## src/rtl/ccm_pkg.sv

```systemverilog
// Purpose : Constants for the CPU clock mode select block
// Assumes : 25 MHz system clock, AXI4-Lite register access
// Notes   : Offsets are byte addresses of 32-bit words
package ccm_pkg;

   // ****************************************
   // Register map
   // ****************************************
   localparam logic [3:0]  ADDR_RST_CFG_LATCH = 4'h0;
   localparam logic [3:0]  ADDR_RST_CONTROL   = 4'h4;
   localparam logic [3:0]  ADDR_RELOAD        = 4'h8;
   localparam logic [3:0]  ADDR_STATUS        = 4'hC;
   localparam logic [7:0]  LATCH_RESET        = 8'hFF;
   localparam logic [15:0] CONTROL_RESET      = 16'hFF00;
   localparam int          CFG_MSB            = 7;
   localparam int          CFG_LSB            = 5;
   localparam int          CTRL_UPPER_MSB     = 15;
   localparam int          CTRL_UPPER_LSB     = 8;
   localparam int          RELOAD_BIT         = 0;
   localparam logic [1:0]  RESP_OKAY          = 2'h0;
   localparam logic [1:0]  RESP_SLVERR        = 2'h2;

   // ****************************************
   // Clock source select encodings
   // ****************************************
   typedef enum logic [2:0] {
      CCM_MUL4     = 3'h7,
      CCM_MUL3     = 3'h6,
      CCM_MUL2     = 3'h5,
      CCM_MUL5     = 3'h4,
      CCM_DIRECT   = 3'h3,
      CCM_MUL1P5   = 3'h2,
      CCM_PRESCALE = 3'h1,
      CCM_MUL2P5   = 3'h0
   } ccm_mode_type;

   // ****************************************
   // Timing
   // ****************************************
   localparam int          CLK_HZ             = 25000000;
   localparam int          CNT_W              = 16;
   localparam logic [15:0] CNT_MAX            = 16'hFFFF;

   // Resync window in oscillator transitions, and accumulator step per clock
   // Step is 2*F*window so one window yields exactly F*window CPU edges
   localparam logic [3:0]  WIN_MUL4   = 4'h4;
   localparam logic [3:0]  WIN_MUL3   = 4'h3;
   localparam logic [3:0]  WIN_MUL2   = 4'h2;
   localparam logic [3:0]  WIN_MUL5   = 4'h5;
   localparam logic [3:0]  WIN_MUL1P5 = 4'h6;
   localparam logic [3:0]  WIN_MUL2P5 = 4'hA;
   localparam logic [7:0]  STEP_MUL4   = 8'h20;
   localparam logic [7:0]  STEP_MUL3   = 8'h12;
   localparam logic [7:0]  STEP_MUL2   = 8'h08;
   localparam logic [7:0]  STEP_MUL5   = 8'h32;
   localparam logic [7:0]  STEP_MUL1P5 = 8'h12;
   localparam logic [7:0]  STEP_MUL2P5 = 8'h32;

endpackage

```

## src/rtl/ccm_top.sv

```systemverilog
// Purpose : CPU clock generation mode select with PLL, direct and prescaler paths
// Assumes : Oscillator and port pins are asynchronous; long reset is on clk_i
// Notes   : CPU clock is modelled as a level plus an edge strobe on clk_i
`timescale 1ns/1ps

// Overview of operation
// - Clock mode comes from latch bits 7 to 5, the clock source select field.
// - Long hardware reset loads the latch from port 0 upper byte pins.
// - Software reloads the latch from the upper half of reset control.
// - Decode: 111 x4, 110 x3, 101 x2, 100 x5, 011 x1, 010 x1.5, 001 /2, 000 x2.5.
// - Both rising and falling CPU clock edges produce an action strobe.
// - The time between two CPU clock edges is measured as the half period.
// - Prescaler mode toggles the CPU clock once per oscillator period.
// - Direct drive disables the PLL and follows the oscillator level.
// - PLL mode resynchronises to the oscillator each window without abrupt change.
module ccm_top
(
   input  wire logic        clk_i,
   input  wire logic        rst_i,
   input  wire logic        osc_i,
   input  wire logic [7:0]  port0_upper_byte_i,
   input  wire logic        long_hw_reset_i,
   output logic             cpu_clk_o,
   output logic             cpu_edge_o,
   output logic             pll_en_o,
   input  wire logic [3:0]  s_axi_awaddr,
   input  wire logic        s_axi_awvalid,
   output logic             s_axi_awready,
   input  wire logic [31:0] s_axi_wdata,
   input  wire logic [3:0]  s_axi_wstrb,
   input  wire logic        s_axi_wvalid,
   output logic             s_axi_wready,
   output logic [1:0]       s_axi_bresp,
   output logic             s_axi_bvalid,
   input  wire logic        s_axi_bready,
   input  wire logic [3:0]  s_axi_araddr,
   input  wire logic        s_axi_arvalid,
   output logic             s_axi_arready,
   output logic [31:0]      s_axi_rdata,
   output logic [1:0]       s_axi_rresp,
   output logic             s_axi_rvalid,
   input  wire logic        s_axi_rready
);

   // ****************************************
   // Functions
   // ****************************************
   // Resync window length in oscillator transitions
   function automatic logic [3:0] win_of(input ccm_pkg::ccm_mode_type m);
      case (m)
         ccm_pkg::CCM_MUL4   : win_of = ccm_pkg::WIN_MUL4;
         ccm_pkg::CCM_MUL3   : win_of = ccm_pkg::WIN_MUL3;
         ccm_pkg::CCM_MUL2   : win_of = ccm_pkg::WIN_MUL2;
         ccm_pkg::CCM_MUL5   : win_of = ccm_pkg::WIN_MUL5;
         ccm_pkg::CCM_MUL1P5 : win_of = ccm_pkg::WIN_MUL1P5;
         default             : win_of = ccm_pkg::WIN_MUL2P5;
      endcase
   endfunction

   // Accumulator step per clock for the multiplier
   function automatic logic [7:0] step_of(input ccm_pkg::ccm_mode_type m);
      case (m)
         ccm_pkg::CCM_MUL4   : step_of = ccm_pkg::STEP_MUL4;
         ccm_pkg::CCM_MUL3   : step_of = ccm_pkg::STEP_MUL3;
         ccm_pkg::CCM_MUL2   : step_of = ccm_pkg::STEP_MUL2;
         ccm_pkg::CCM_MUL5   : step_of = ccm_pkg::STEP_MUL5;
         ccm_pkg::CCM_MUL1P5 : step_of = ccm_pkg::STEP_MUL1P5;
         default             : step_of = ccm_pkg::STEP_MUL2P5;
      endcase
   endfunction

   // ****************************************
   // Declarations
   // ****************************************
   logic [2:0]              osc_sync_r;
   logic                    osc_lvl_r;
   logic [7:0]              p0_s1_r;
   logic [7:0]              p0_s2_r;
   logic [7:0]              p0_s3_r;
   logic [7:0]              p0_lvl_r;
   logic [7:0]              latch_r;
   logic [15:0]             control_r;
   logic                    reload_r;
   ccm_pkg::ccm_mode_type   mode;
   logic                    osc_edge;
   logic                    osc_rise;
   logic                    pll_mode;
   logic [3:0]              trans_cnt_r;
   logic [ccm_pkg::CNT_W-1:0] win_cnt_r;
   logic [ccm_pkg::CNT_W:0] thr_r;
   logic [ccm_pkg::CNT_W:0] acc_r;
   logic [ccm_pkg::CNT_W:0] acc_nxt;
   logic                    pll_edge;
   logic                    cpu_clk_nxt;
   logic [ccm_pkg::CNT_W-1:0] tcl_cnt_r;
   logic [ccm_pkg::CNT_W-1:0] tcl_meas_r;
   logic                    wr_fire;
   logic                    rd_fire;

   // ****************************************
   // Input synchronisers
   // ****************************************
   // Three stages; a change counts once stages two and three agree
   always_ff @(posedge clk_i)
   begin
      osc_sync_r <= {osc_sync_r[1:0], osc_i};
      p0_s1_r    <= port0_upper_byte_i;
      p0_s2_r    <= p0_s1_r;
      p0_s3_r    <= p0_s2_r;
   end

   // Agreed levels of oscillator and port pins
   always_ff @(posedge clk_i)
   begin
      if (rst_i)
      begin
         osc_lvl_r <= 1'b0;
         p0_lvl_r  <= ccm_pkg::LATCH_RESET;
      end
      else
      begin
         if (osc_sync_r[1] == osc_sync_r[2])
            osc_lvl_r <= osc_sync_r[2];
         for (int i = 0; i < 8; i++)
            if (p0_s2_r[i] == p0_s3_r[i])
               p0_lvl_r[i] <= p0_s3_r[i];
      end
   end

   assign osc_edge = (osc_sync_r[1] == osc_sync_r[2]) && (osc_sync_r[2] != osc_lvl_r);
   assign osc_rise = osc_edge && osc_sync_r[2];

   // ****************************************
   // Reset configuration latch and mode
   // ****************************************
   // Latch loads only on rst_i, long reset or software reload, else holds
   always_ff @(posedge clk_i)
   begin
      if (rst_i)
         latch_r <= ccm_pkg::LATCH_RESET;
      else if (long_hw_reset_i)
         latch_r <= p0_lvl_r;
      else if (reload_r)
         latch_r <= control_r[ccm_pkg::CTRL_UPPER_MSB:ccm_pkg::CTRL_UPPER_LSB];
   end

   assign mode     = ccm_pkg::ccm_mode_type'(latch_r[ccm_pkg::CFG_MSB:ccm_pkg::CFG_LSB]);
   assign pll_mode = (mode != ccm_pkg::CCM_DIRECT) && (mode != ccm_pkg::CCM_PRESCALE);

   // ****************************************
   // PLL model
   // ****************************************
   // Count transitions and clocks per window; at window end retune and realign
   always_ff @(posedge clk_i)
   begin
      if (rst_i || !pll_mode)
      begin
         trans_cnt_r <= 4'h0;
         win_cnt_r   <= '0;
         thr_r       <= '0;
      end
      else
      begin
         if (win_cnt_r != ccm_pkg::CNT_MAX)
            win_cnt_r <= win_cnt_r + 1'b1;
         if (osc_edge)
         begin
            if (trans_cnt_r + 4'h1 >= win_of(mode))
            begin
               trans_cnt_r <= 4'h0;
               win_cnt_r   <= '0;
               thr_r       <= {win_cnt_r, 1'b0} + 2'd2;
            end
            else
               trans_cnt_r <= trans_cnt_r + 4'h1;
         end
      end
   end

   // Phase accumulator emitting F edges per transition on average
   always_comb
   begin
      acc_nxt  = acc_r + {{(ccm_pkg::CNT_W-7){1'b0}}, step_of(mode)};
      pll_edge = 1'b0;
      if (thr_r != '0 && acc_nxt >= thr_r)
      begin
         acc_nxt  = acc_nxt - thr_r;
         pll_edge = 1'b1;
      end
   end

   // Accumulator clears at each window boundary so edges stay locked
   always_ff @(posedge clk_i)
   begin
      if (rst_i || !pll_mode)
         acc_r <= '0;
      else if (osc_edge && (trans_cnt_r + 4'h1 >= win_of(mode)))
         acc_r <= '0;
      else
         acc_r <= acc_nxt;
   end

   // ****************************************
   // CPU clock selection
   // ****************************************
   // Mode multiplexer for the next CPU clock level
   always_comb
   begin
      case (mode)
         ccm_pkg::CCM_DIRECT   : cpu_clk_nxt = osc_lvl_r;
         ccm_pkg::CCM_PRESCALE : cpu_clk_nxt = cpu_clk_o ^ osc_rise;
         default               : cpu_clk_nxt = cpu_clk_o ^ pll_edge;
      endcase
   end

   // CPU clock level, edge strobe on both edges, PLL enable
   always_ff @(posedge clk_i)
   begin
      if (rst_i)
      begin
         cpu_clk_o  <= 1'b0;
         cpu_edge_o <= 1'b0;
         pll_en_o   <= 1'b0;
      end
      else
      begin
         cpu_clk_o  <= cpu_clk_nxt;
         cpu_edge_o <= cpu_clk_nxt != cpu_clk_o;
         pll_en_o   <= pll_mode;
      end
   end

   // Half clock period measured between consecutive CPU edges
   always_ff @(posedge clk_i)
   begin
      if (rst_i)
      begin
         tcl_cnt_r  <= '0;
         tcl_meas_r <= '0;
      end
      else if (cpu_clk_nxt != cpu_clk_o)
      begin
         tcl_meas_r <= tcl_cnt_r + 1'b1;
         tcl_cnt_r  <= '0;
      end
      else if (tcl_cnt_r != ccm_pkg::CNT_MAX)
         tcl_cnt_r <= tcl_cnt_r + 1'b1;
   end

   // ****************************************
   // AXI4-Lite write channel
   // ****************************************
   assign wr_fire = s_axi_awvalid && s_axi_wvalid && !s_axi_awready && !s_axi_bvalid;

   // Address and data taken together, response after both handshakes
   always_ff @(posedge clk_i)
   begin
      if (rst_i)
      begin
         s_axi_awready <= 1'b0;
         s_axi_wready  <= 1'b0;
         s_axi_bvalid  <= 1'b0;
         s_axi_bresp   <= ccm_pkg::RESP_OKAY;
      end
      else
      begin
         s_axi_awready <= wr_fire;
         s_axi_wready  <= wr_fire;
         if (wr_fire)
            s_axi_bresp <= (s_axi_awaddr == ccm_pkg::ADDR_RST_CONTROL ||
                            s_axi_awaddr == ccm_pkg::ADDR_RELOAD) ?
                           ccm_pkg::RESP_OKAY : ccm_pkg::RESP_SLVERR;
         // Valid rises only once the ready handshake edge has passed
         if (s_axi_awready)
            s_axi_bvalid <= 1'b1;
         else if (s_axi_bready)
            s_axi_bvalid <= 1'b0;
      end
   end

   // Control register with byte strobes, reload strobe lasts one cycle
   always_ff @(posedge clk_i)
   begin
      if (rst_i)
      begin
         control_r <= ccm_pkg::CONTROL_RESET;
         reload_r  <= 1'b0;
      end
      else
      begin
         reload_r <= wr_fire && (s_axi_awaddr == ccm_pkg::ADDR_RELOAD) &&
                     s_axi_wstrb[0] && s_axi_wdata[ccm_pkg::RELOAD_BIT];
         if (wr_fire && s_axi_awaddr == ccm_pkg::ADDR_RST_CONTROL)
         begin
            if (s_axi_wstrb[0])
               control_r[7:0] <= s_axi_wdata[7:0];
            if (s_axi_wstrb[1])
               control_r[15:8] <= s_axi_wdata[15:8];
         end
      end
   end

   // ****************************************
   // AXI4-Lite read channel
   // ****************************************
   assign rd_fire = s_axi_arvalid && !s_axi_arready && !s_axi_rvalid;

   // Read data captured at take, valid after the address handshake
   always_ff @(posedge clk_i)
   begin
      if (rst_i)
      begin
         s_axi_arready <= 1'b0;
         s_axi_rvalid  <= 1'b0;
         s_axi_rdata   <= 32'h0000_0000;
         s_axi_rresp   <= ccm_pkg::RESP_OKAY;
      end
      else
      begin
         s_axi_arready <= rd_fire;
         if (rd_fire)
         begin
            s_axi_rresp  <= ccm_pkg::RESP_OKAY;
            case (s_axi_araddr)
               ccm_pkg::ADDR_RST_CFG_LATCH : s_axi_rdata <= {24'h00_0000, latch_r};
               ccm_pkg::ADDR_RST_CONTROL   : s_axi_rdata <= {16'h0000, control_r};
               ccm_pkg::ADDR_RELOAD        : s_axi_rdata <= 32'h0000_0000;
               ccm_pkg::ADDR_STATUS        : s_axi_rdata <= {pll_mode, 12'h000, latch_r[7:5], tcl_meas_r};
               default :
               begin
                  s_axi_rdata <= 32'h0000_0000;
                  s_axi_rresp <= ccm_pkg::RESP_SLVERR;
               end
            endcase
         end
         if (s_axi_arready)
            s_axi_rvalid <= 1'b1;
         else if (s_axi_rready)
            s_axi_rvalid <= 1'b0;
      end
   end

endmodule

```

## config.mk

```make
export PLATFORM = sky130hd
export DESIGN_NAME = ccm_top
export DESIGN_NICKNAME = d
export VERILOG_FILES = /design/src/rtl/ccm_pkg.sv /design/src/rtl/ccm_top.sv
export SDC_FILE = /design/constraint.sdc
export NUM_CORES = 1
export LEC_CHECK = 0
export ABC_AREA = 1
export BUFFER_PORTS_ARGS = -buffer_cell sky130_fd_sc_hd__buf_2
export CAP_MARGIN = 5
export CELL_PAD_IN_SITES_DETAIL_PLACEMENT = 0
export CELL_PAD_IN_SITES_GLOBAL_PLACEMENT = 1
export CORE_MARGIN = 4
export CORE_UTILIZATION = 46
export DETAILED_ROUTE_END_ITERATION = 6
export HOLD_SLACK_MARGIN = 0.02
export PLACE_DENSITY_LB_ADDON = 0.1
export SYNTH_ARGS = -nofsm -noshare
export SYNTH_HDL_FRONTEND = slang
export SYNTH_SLANG_ARGS = --single-unit
```

## constraint.sdc

```tcl
create_clock -name clk_i -period 7.7 [get_ports clk_i]
set_input_delay 1.54 -clock clk_i [delete_from_list [all_inputs] [get_ports clk_i]]
set_output_delay 1.54 -clock clk_i [all_outputs]
set_load 0.02 [all_outputs]
```

## Word level (Yosys, flattened, before mapping)

Index checks and enable logic that the tools add are counted.

- Add/sub/neg operators: 6
- Order comparisons: 3
- Equal/unequal tests: 27
- Mux-type cells: 21
- Bitwise operators: 2
- Reduce and logical (&&, ||, !) cells: 33

Operators with widths:

| operator | number |
|---|---|
| case mux 32 bit (3 select lines) | 1 |
| 2-to-1 mux 16 bit | 3 |
| adder 16 x 1 -> 16 bit, second input constant | 2 |
| inequality test 16 bit, second input constant | 2 |
| case mux 4 bit (5 select lines) | 1 |
| case mux 6 bit (3 select lines) | 1 |
| adder 17 x 2 -> 17 bit, second input constant | 1 |
| adder 17 x 8 -> 17 bit | 1 |
| greater-or-equal comparator 17 bit | 1 |
| 2-to-1 mux 17 bit | 1 |
| nonzero test 17 bit | 1 |
| subtractor 17 bit | 1 |
| 2-to-1 mux 4 bit | 4 |
| 2-to-1 mux 8 bit | 2 |
| logical AND 1 bit | 14 |
| equality test 3 bit, second input constant | 4 |
| equality test 4 bit, second input constant | 3 |
| equality test 1 bit | 9 |
| equality test 4 x 3 -> 1 bit, second input constant | 2 |
| greater-or-equal comparator 4 bit | 2 |
| equality test 3 x 2 -> 1 bit, second input constant | 2 |
| AND reduction 2 bit | 3 |
| nonzero test 2 bit | 3 |
| OR reduction 2 bit | 3 |
| 13 further kinds | 25 |

- Flip-flop bits (word level): 190
- Input port bits: 61
- Output and inout bits: 44
- Logic and storage cells: 125

## Depth between registers and ports, before layout

- Depth after elaboration: 11
- Gate-level depth with buffers: 29

## Least setup slack after synthesis

OpenSTA, ideal clock, no wires.

- Path type: reg-to-reg
- Start: register latch_r[7]
- End: register tcl_meas_r[5] in the netlist's numbering
- Arrival: 3.538 ns
- Setup slack: 4.048 ns
- Cell stages (with the launch flop): 26
- Clock period less this slack: 3.652 ns
- Path through: dfxtp_1 buf_2 inv_1 nor2_1 ha_1 nand3_1 nand2_1 a21oi_1 nor2_1 nand3_1 or2_2 nor2_1 xnor2_1 inv_1 ha_1 nand2_1 nor2_1 a21oi_1 nand2_1 nand3_2 nand2_4 o211ai_4 nand2_4 buf_4 nand3_1 nand2_1

- Longest elaborated chain between the ends: 10

Ends and longest elaborated chain:

| what | line | source |
|---|---|---|
| start, declared | ccm_top.sv:81 | `logic [7:0] latch_r;` |
| start signal, assigned | ccm_top.sv:140 | `latch_r <= ccm_pkg::LATCH_RESET;` |
| start signal, assigned | ccm_top.sv:142 | `latch_r <= p0_lvl_r;` |
| start signal, assigned | ccm_top.sv:144 | `latch_r <= control_r[ccm_pkg::CTRL_UPPER_MSB:ccm_pkg::CTRL_UPPER_LSB];` |
| equality test 3 x 2 -> 1 bit / equality test 3 bit (equally long branches) | ccm_top.sv:62 | `case (m)` |
| OR reduction 2 bit (no line) | -- |  |
| case mux 6 bit (3 select lines) | ccm_top.sv:62 |  |
| adder 17 x 8 -> 17 bit | ccm_top.sv:183 | `acc_nxt = acc_r + {{(ccm_pkg::CNT_W-7){1'b0}}, step_of(mode)};` |
| greater-or-equal comparator 17 bit | ccm_top.sv:185 | `if (thr_r != '0 && acc_nxt >= thr_r)` |
| logical AND 1 bit | ccm_top.sv:185 |  |
| 2-to-1 mux 1 bit | ccm_top.sv:185 |  |
| bitwise XOR 1 bit | ccm_top.sv:212 | `default : cpu_clk_nxt = cpu_clk_o ^ pll_edge;` |
| case mux 1 bit (2 select lines) * | ccm_top.sv:209 | `case (mode)` |
| inequality test 1 bit * | ccm_top.sv:241 | `else if (cpu_clk_nxt != cpu_clk_o)` |
| end signal, assigned | ccm_top.sv:243 | `tcl_meas_r <= tcl_cnt_r + 1'b1;` |
| end, declared | ccm_top.sv:96 | `logic [ccm_pkg::CNT_W-1:0] tcl_meas_r;` |

Every way passes the cells marked *; elsewhere a longest branch is shown, timed or not.
A chain may end at the register's enable or synchronous reset.

## Worst setup path after layout

- Start: register latch_r[6]
- End: register acc_r[14] in the netlist's numbering

- Longest elaborated chain between the ends: 7

Ends and longest elaborated chain:

| what | line | source |
|---|---|---|
| equality test 3 x 2 -> 1 bit / equality test 3 bit (equally long branches) | ccm_top.sv:50, ccm_top.sv:62 |  |
| OR reduction 2 bit (no line) | -- |  |
| case mux 6 bit (3 select lines) | ccm_top.sv:62 |  |
| adder 17 x 8 -> 17 bit | ccm_top.sv:183 |  |
| greater-or-equal comparator 17 bit | ccm_top.sv:185 |  |
| logical AND 1 bit | ccm_top.sv:185 |  |
| 2-to-1 mux 17 bit | ccm_top.sv:185 |  |
| end signal, assigned | ccm_top.sv:200 | `acc_r <= acc_nxt;` |
| end, declared | ccm_top.sv:91 | `logic [ccm_pkg::CNT_W:0] acc_r;` |

Several ways; a longest one is shown, not always the timed one. The select of a mux whose other input is x is not followed.

==> flow_metrics.py <==
metrics = {
    "timing": {
        "final.min_clock_period_ps": 4800,
        "holdWs_ps": 329,
        "tightest_slew_ps": 1050,
        "slew_headroom": 0.299,
        "rsz0062_at_grt": "no",
        "final.setup.tns_ps": 0,
        "fmax_ghz": 0.208,
        "hold_viol_final": 0,
        "skew_ps": 16.0,
        "setup_viol_count_final": 0,
        "slew_viol_final": 0,
        "fin_crit_sh": 0.624,
    },
    "global_route": {
        "grt_usage": 0.191,
        "met1_usage": 0.310,
        "grt_max_degree": 48,
        "use_met3": 0.0402,
        "grt_pass1_wl_um": 30700,
        "grtUsageMet2": 0.255,
        "overflow": 0,
        "grt_pass1_vias": 5980,
        "antenna_found_initial": 0,
        "grt_busiest_layer": "met1",
    },
    "worst_setup_path": {
        "ff2ff_path_depth": 23,
        "crit_buf_inv": 3,
        "critPathSlowestCell": "and2_1",
        "cp_data_required_time_ps": 8030,
        "crit_type": "flop to flop",
        "start_kind": "flop",
        "crit_path_end_kind": "flop",
        "worstSetupPathDepth": 23,
        "crit_start": "latch_r[6]",
        "timing.rr.start": "latch_r[6]",
        "crit_fanout": 18,
        "path_common_cell": "nand2_1",
        "cp_top_family": "simple AND/OR/NAND/NOR gates",
        "worstPathArrival_ps": 5130,
        "crit_path_end": "acc_r[14]",
        "cp_cell_sequence": "inv_1 -> nand2_1 -> nor2_1 -> ha_1 -> nand3_1 -> nand2_1 -> a21oi_1 -> nor2_1 -> nand3_1 -> or2_2 -> nor2_1 -> xnor2_1 -> inv_1 -> ha_1 -> nand2_1 -> nor3_1 -> nand2_1 -> nand2_1 -> and2_1 -> inv_1 -> a21oi_1 -> o21ai_0 -> and3_1",
        "slowest_delay_ps": 530,
        "reg2reg_to": "acc_r[14]",
        "rrSetupSlack_ps": 2900,
    },
    "synthesis": {
        "syn-instance-count": 1025,
        "synth_compound_area_frac": 0.132,
        "yosys.area_share.simple": 0.241,
        "synth_top_family_by_area": "simple AND/OR/NAND/NOR gates",
        "netlist_area_sq_um": 8010,
        "synthXorXnorAreaFrac": 0.0590,
        "seq_area_frac_synth": 0.435,
        "synth.area.mux_share": 0.00125,
        "synth_edf_count": 0,
        "async_flop_share": 0,
        "ys.flop_type": "dfxtp_1",
        "ys_ff_latch": 174,
        "synth_warnings": 0,
        "ys_types": 46,
        "synth_area_per_cell_sq_um": 7.82,
        "synthAdderAreaFrac": 0.0478,
    },
    "clock_network": {
        "cts_buffers": 17,
        "clock_latency_ps": 430,
        "post_cts.repair.setup_buffers": 0,
        "postCtsHoldBufs": 0,
        "cts_tree": "built",
        "htree_levels": 4,
        "clkSinkCount": 174,
        "root_buffer": "clkbuf_16",
        "clockBufferDepth": 2,
        "cts_resized": 0,
        "clk_pin_slew_worst_paths_ps": 70,
    },
    "power_and_ir_drop": {
        "power.leakage_uw": 0.00400,
        "power.density_nw_per_um2": 308,
        "ir_drop_mv": 0.195,
    },
    "route": {
        "drt-initial-drc-count": 386,
        "vias": 6557,
        "drtPass1Iterations": 5,
        "antenna_left": 0,
        "drt_wl_total_um": 18500,
        "wl_per_cell_um": 14.1,
        "viasPerCell": 4.98,
        "drc": 0,
    },
    "floorplanning": {
        "core_sq_um": 16800,
        "die_area_sq_um": 19600,
        "ios": 105,
        "start_util": 0.476,
        "rows": 47,
        "die_w_um": 140,
        "die_h_um": 140,
    },
    "place": {
        "gp_congestion": 0.834,
        "io_buffers": 72,
        "post-dp-hpwl_um": 13500,
    },
    "finish": {
        "drive_gt1_frac": 0.122,
        "syn_to_final_growth_pct": 12.9,
        "nNetsFinal": 1175,
        "n_antenna_cell": 0,
    },
    "status": {
        "status": "finished, final reports clean",
    },
    "min_path": {
        "min_path_type": "flop to flop",
    },
    "run": {
        "maxCapViolations": 0,
    },
}
per-stage QoR:
step	area, sq um	instances	worst slack, ps	power, uW	util
6_report	9050	1317	2900	2790	0.538
3_3_place_gp	8460	1285	2940	1940	0.503
4_1_cts	9050	1317	2890	2810	0.538
5_1_grt	9050	1317	2320	2990	0.538
3_5_place_dp	8460	1285	2890	1940	0.503
2_1_floorplan	8060	1038	4050	1780	-
per-layer routing:
layer,wire length [um],share of wire,vias up
met5,0,0,-
met4,148,0.0080,0
met1,10300,0.55,2948
met3,789,0.043,11
met2,7340,0.40,113
li1,-,-,3485
logic make-up after synthesis:
logic type | count (synthesis)
AO/OA/AOI/OAI | 187
multiplexers | 1
XOR/XNOR | 54
AND/OR/NAND/NOR | 424
adder cells (fa/ha/maj) | 30
buffers and inverters | 154
other | 1
flip-flops | 174
Yosys cell counts, drive strengths merged (5+ instances only):
cell / number / area share
nand2: 191 / 0.091
dfxtp: 174 / 0.43
nor2: 115 / 0.064
inv: 103 / 0.048
a21oi: 84 / 0.052
o21ai: 67 / 0.042
nand3: 54 / 0.036
xor2: 38 / 0.042
buf: 29 / 0.025
ha: 29 / 0.045
nand4: 27 / 0.021
clkbuf: 22 / 0.010
nor3: 16 / 0.012
o211ai: 16 / 0.018
xnor2: 16 / 0.017
nor4: 9 / 0.0078
a211oi: 5 / 0.0047
a31oi: 5 / 0.0039
worst register-to-register path: stages, from the launching register on:
cell and delay [ps]:
dfxtp_1 450, inv_1 110, nand2_1 90, nor2_1 50, ha_1 350, nand3_1 100, nand2_1 110, a21oi_1 100
nor2_1 230, nand3_1 150, or2_2 320, nor2_1 130, xnor2_1 160, inv_1 90, ha_1 350, nand2_1 110
nor3_1 190, nand2_1 70, nand2_1 80, and2_1 530, inv_1 440, a21oi_1 210, o21ai_0 110, and3_1 180
final cells by class:
class | instances | area [sq um]
Tap cell | 220 | 275
Multi-Input combinational cell | 710 | 3910
Clock inverter | 14 | 149
Inverter | 103 | 387
Timing Repair Buffer | 78 | 405
Clock buffer | 18 | 439
Sequential cell | 174 | 3480
Fill cell | 1724 | 7770
where the power goes:
part	total [uW]	internal, uW	switching (uW)
Clock	854	467	388
Combinational	916	328	587
Sequential	1020	970	48.4
sequential cells by signal, summed over array words and instances, names as in the netlist, 3 cells and up:
| signal | count |
|---|---|
| s_axi_rdata | 20 |
| acc_r | 16 |
| control_r | 16 |
| tcl_cnt_r | 16 |
| tcl_meas_r | 16 |
| thr_r | 16 |
| win_cnt_r | 16 |
| latch_r | 8 |
| p0_lvl_r | 8 |
| p0_s1_r | 8 |
| p0_s2_r | 8 |
| p0_s3_r | 8 |
| trans_cnt_r | 4 |
| osc_sync_r | 3 |
layout by cell type, fill, tap and decap left out, types with 4 or more instances in the layout:
master	instances
nor3_1	13
a31oi_1	5
clkbuf_16	17
o21ai_0	65
nand3_1	52
inv_6	7
nor2_4	10
a21oi_1	84
nand2_1	189
dfxtp_1	174
nor2_1	104
conb_1	14
xor2_1	38
buf_4	6
ha_1	29
and2_1	4
a211oi_1	5
nor4_1	8
nand4_1	27
buf_2	72
o211ai_1	14
xnor2_1	16
inv_1	103
worst min-delay path by stage:
stage / endpoint / from / cells after the start / slack [ps]
floorplan: osc_sync_r[1] / osc_sync_r[0] / 0 / 310
global placement: p0_s2_r[1] / p0_s1_r[1] / 0 / 310
detailed placement: p0_s2_r[5] / p0_s1_r[5] / 0 / 310
CTS: p0_s2_r[5] / p0_s1_r[5] / 0 / 330
global route: p0_s2_r[3] / p0_s1_r[3] / 0 / 340
finish: p0_s2_r[5] / p0_s1_r[5] / 0 / 330
No activity file was read; power rests on OpenSTA's default activity.
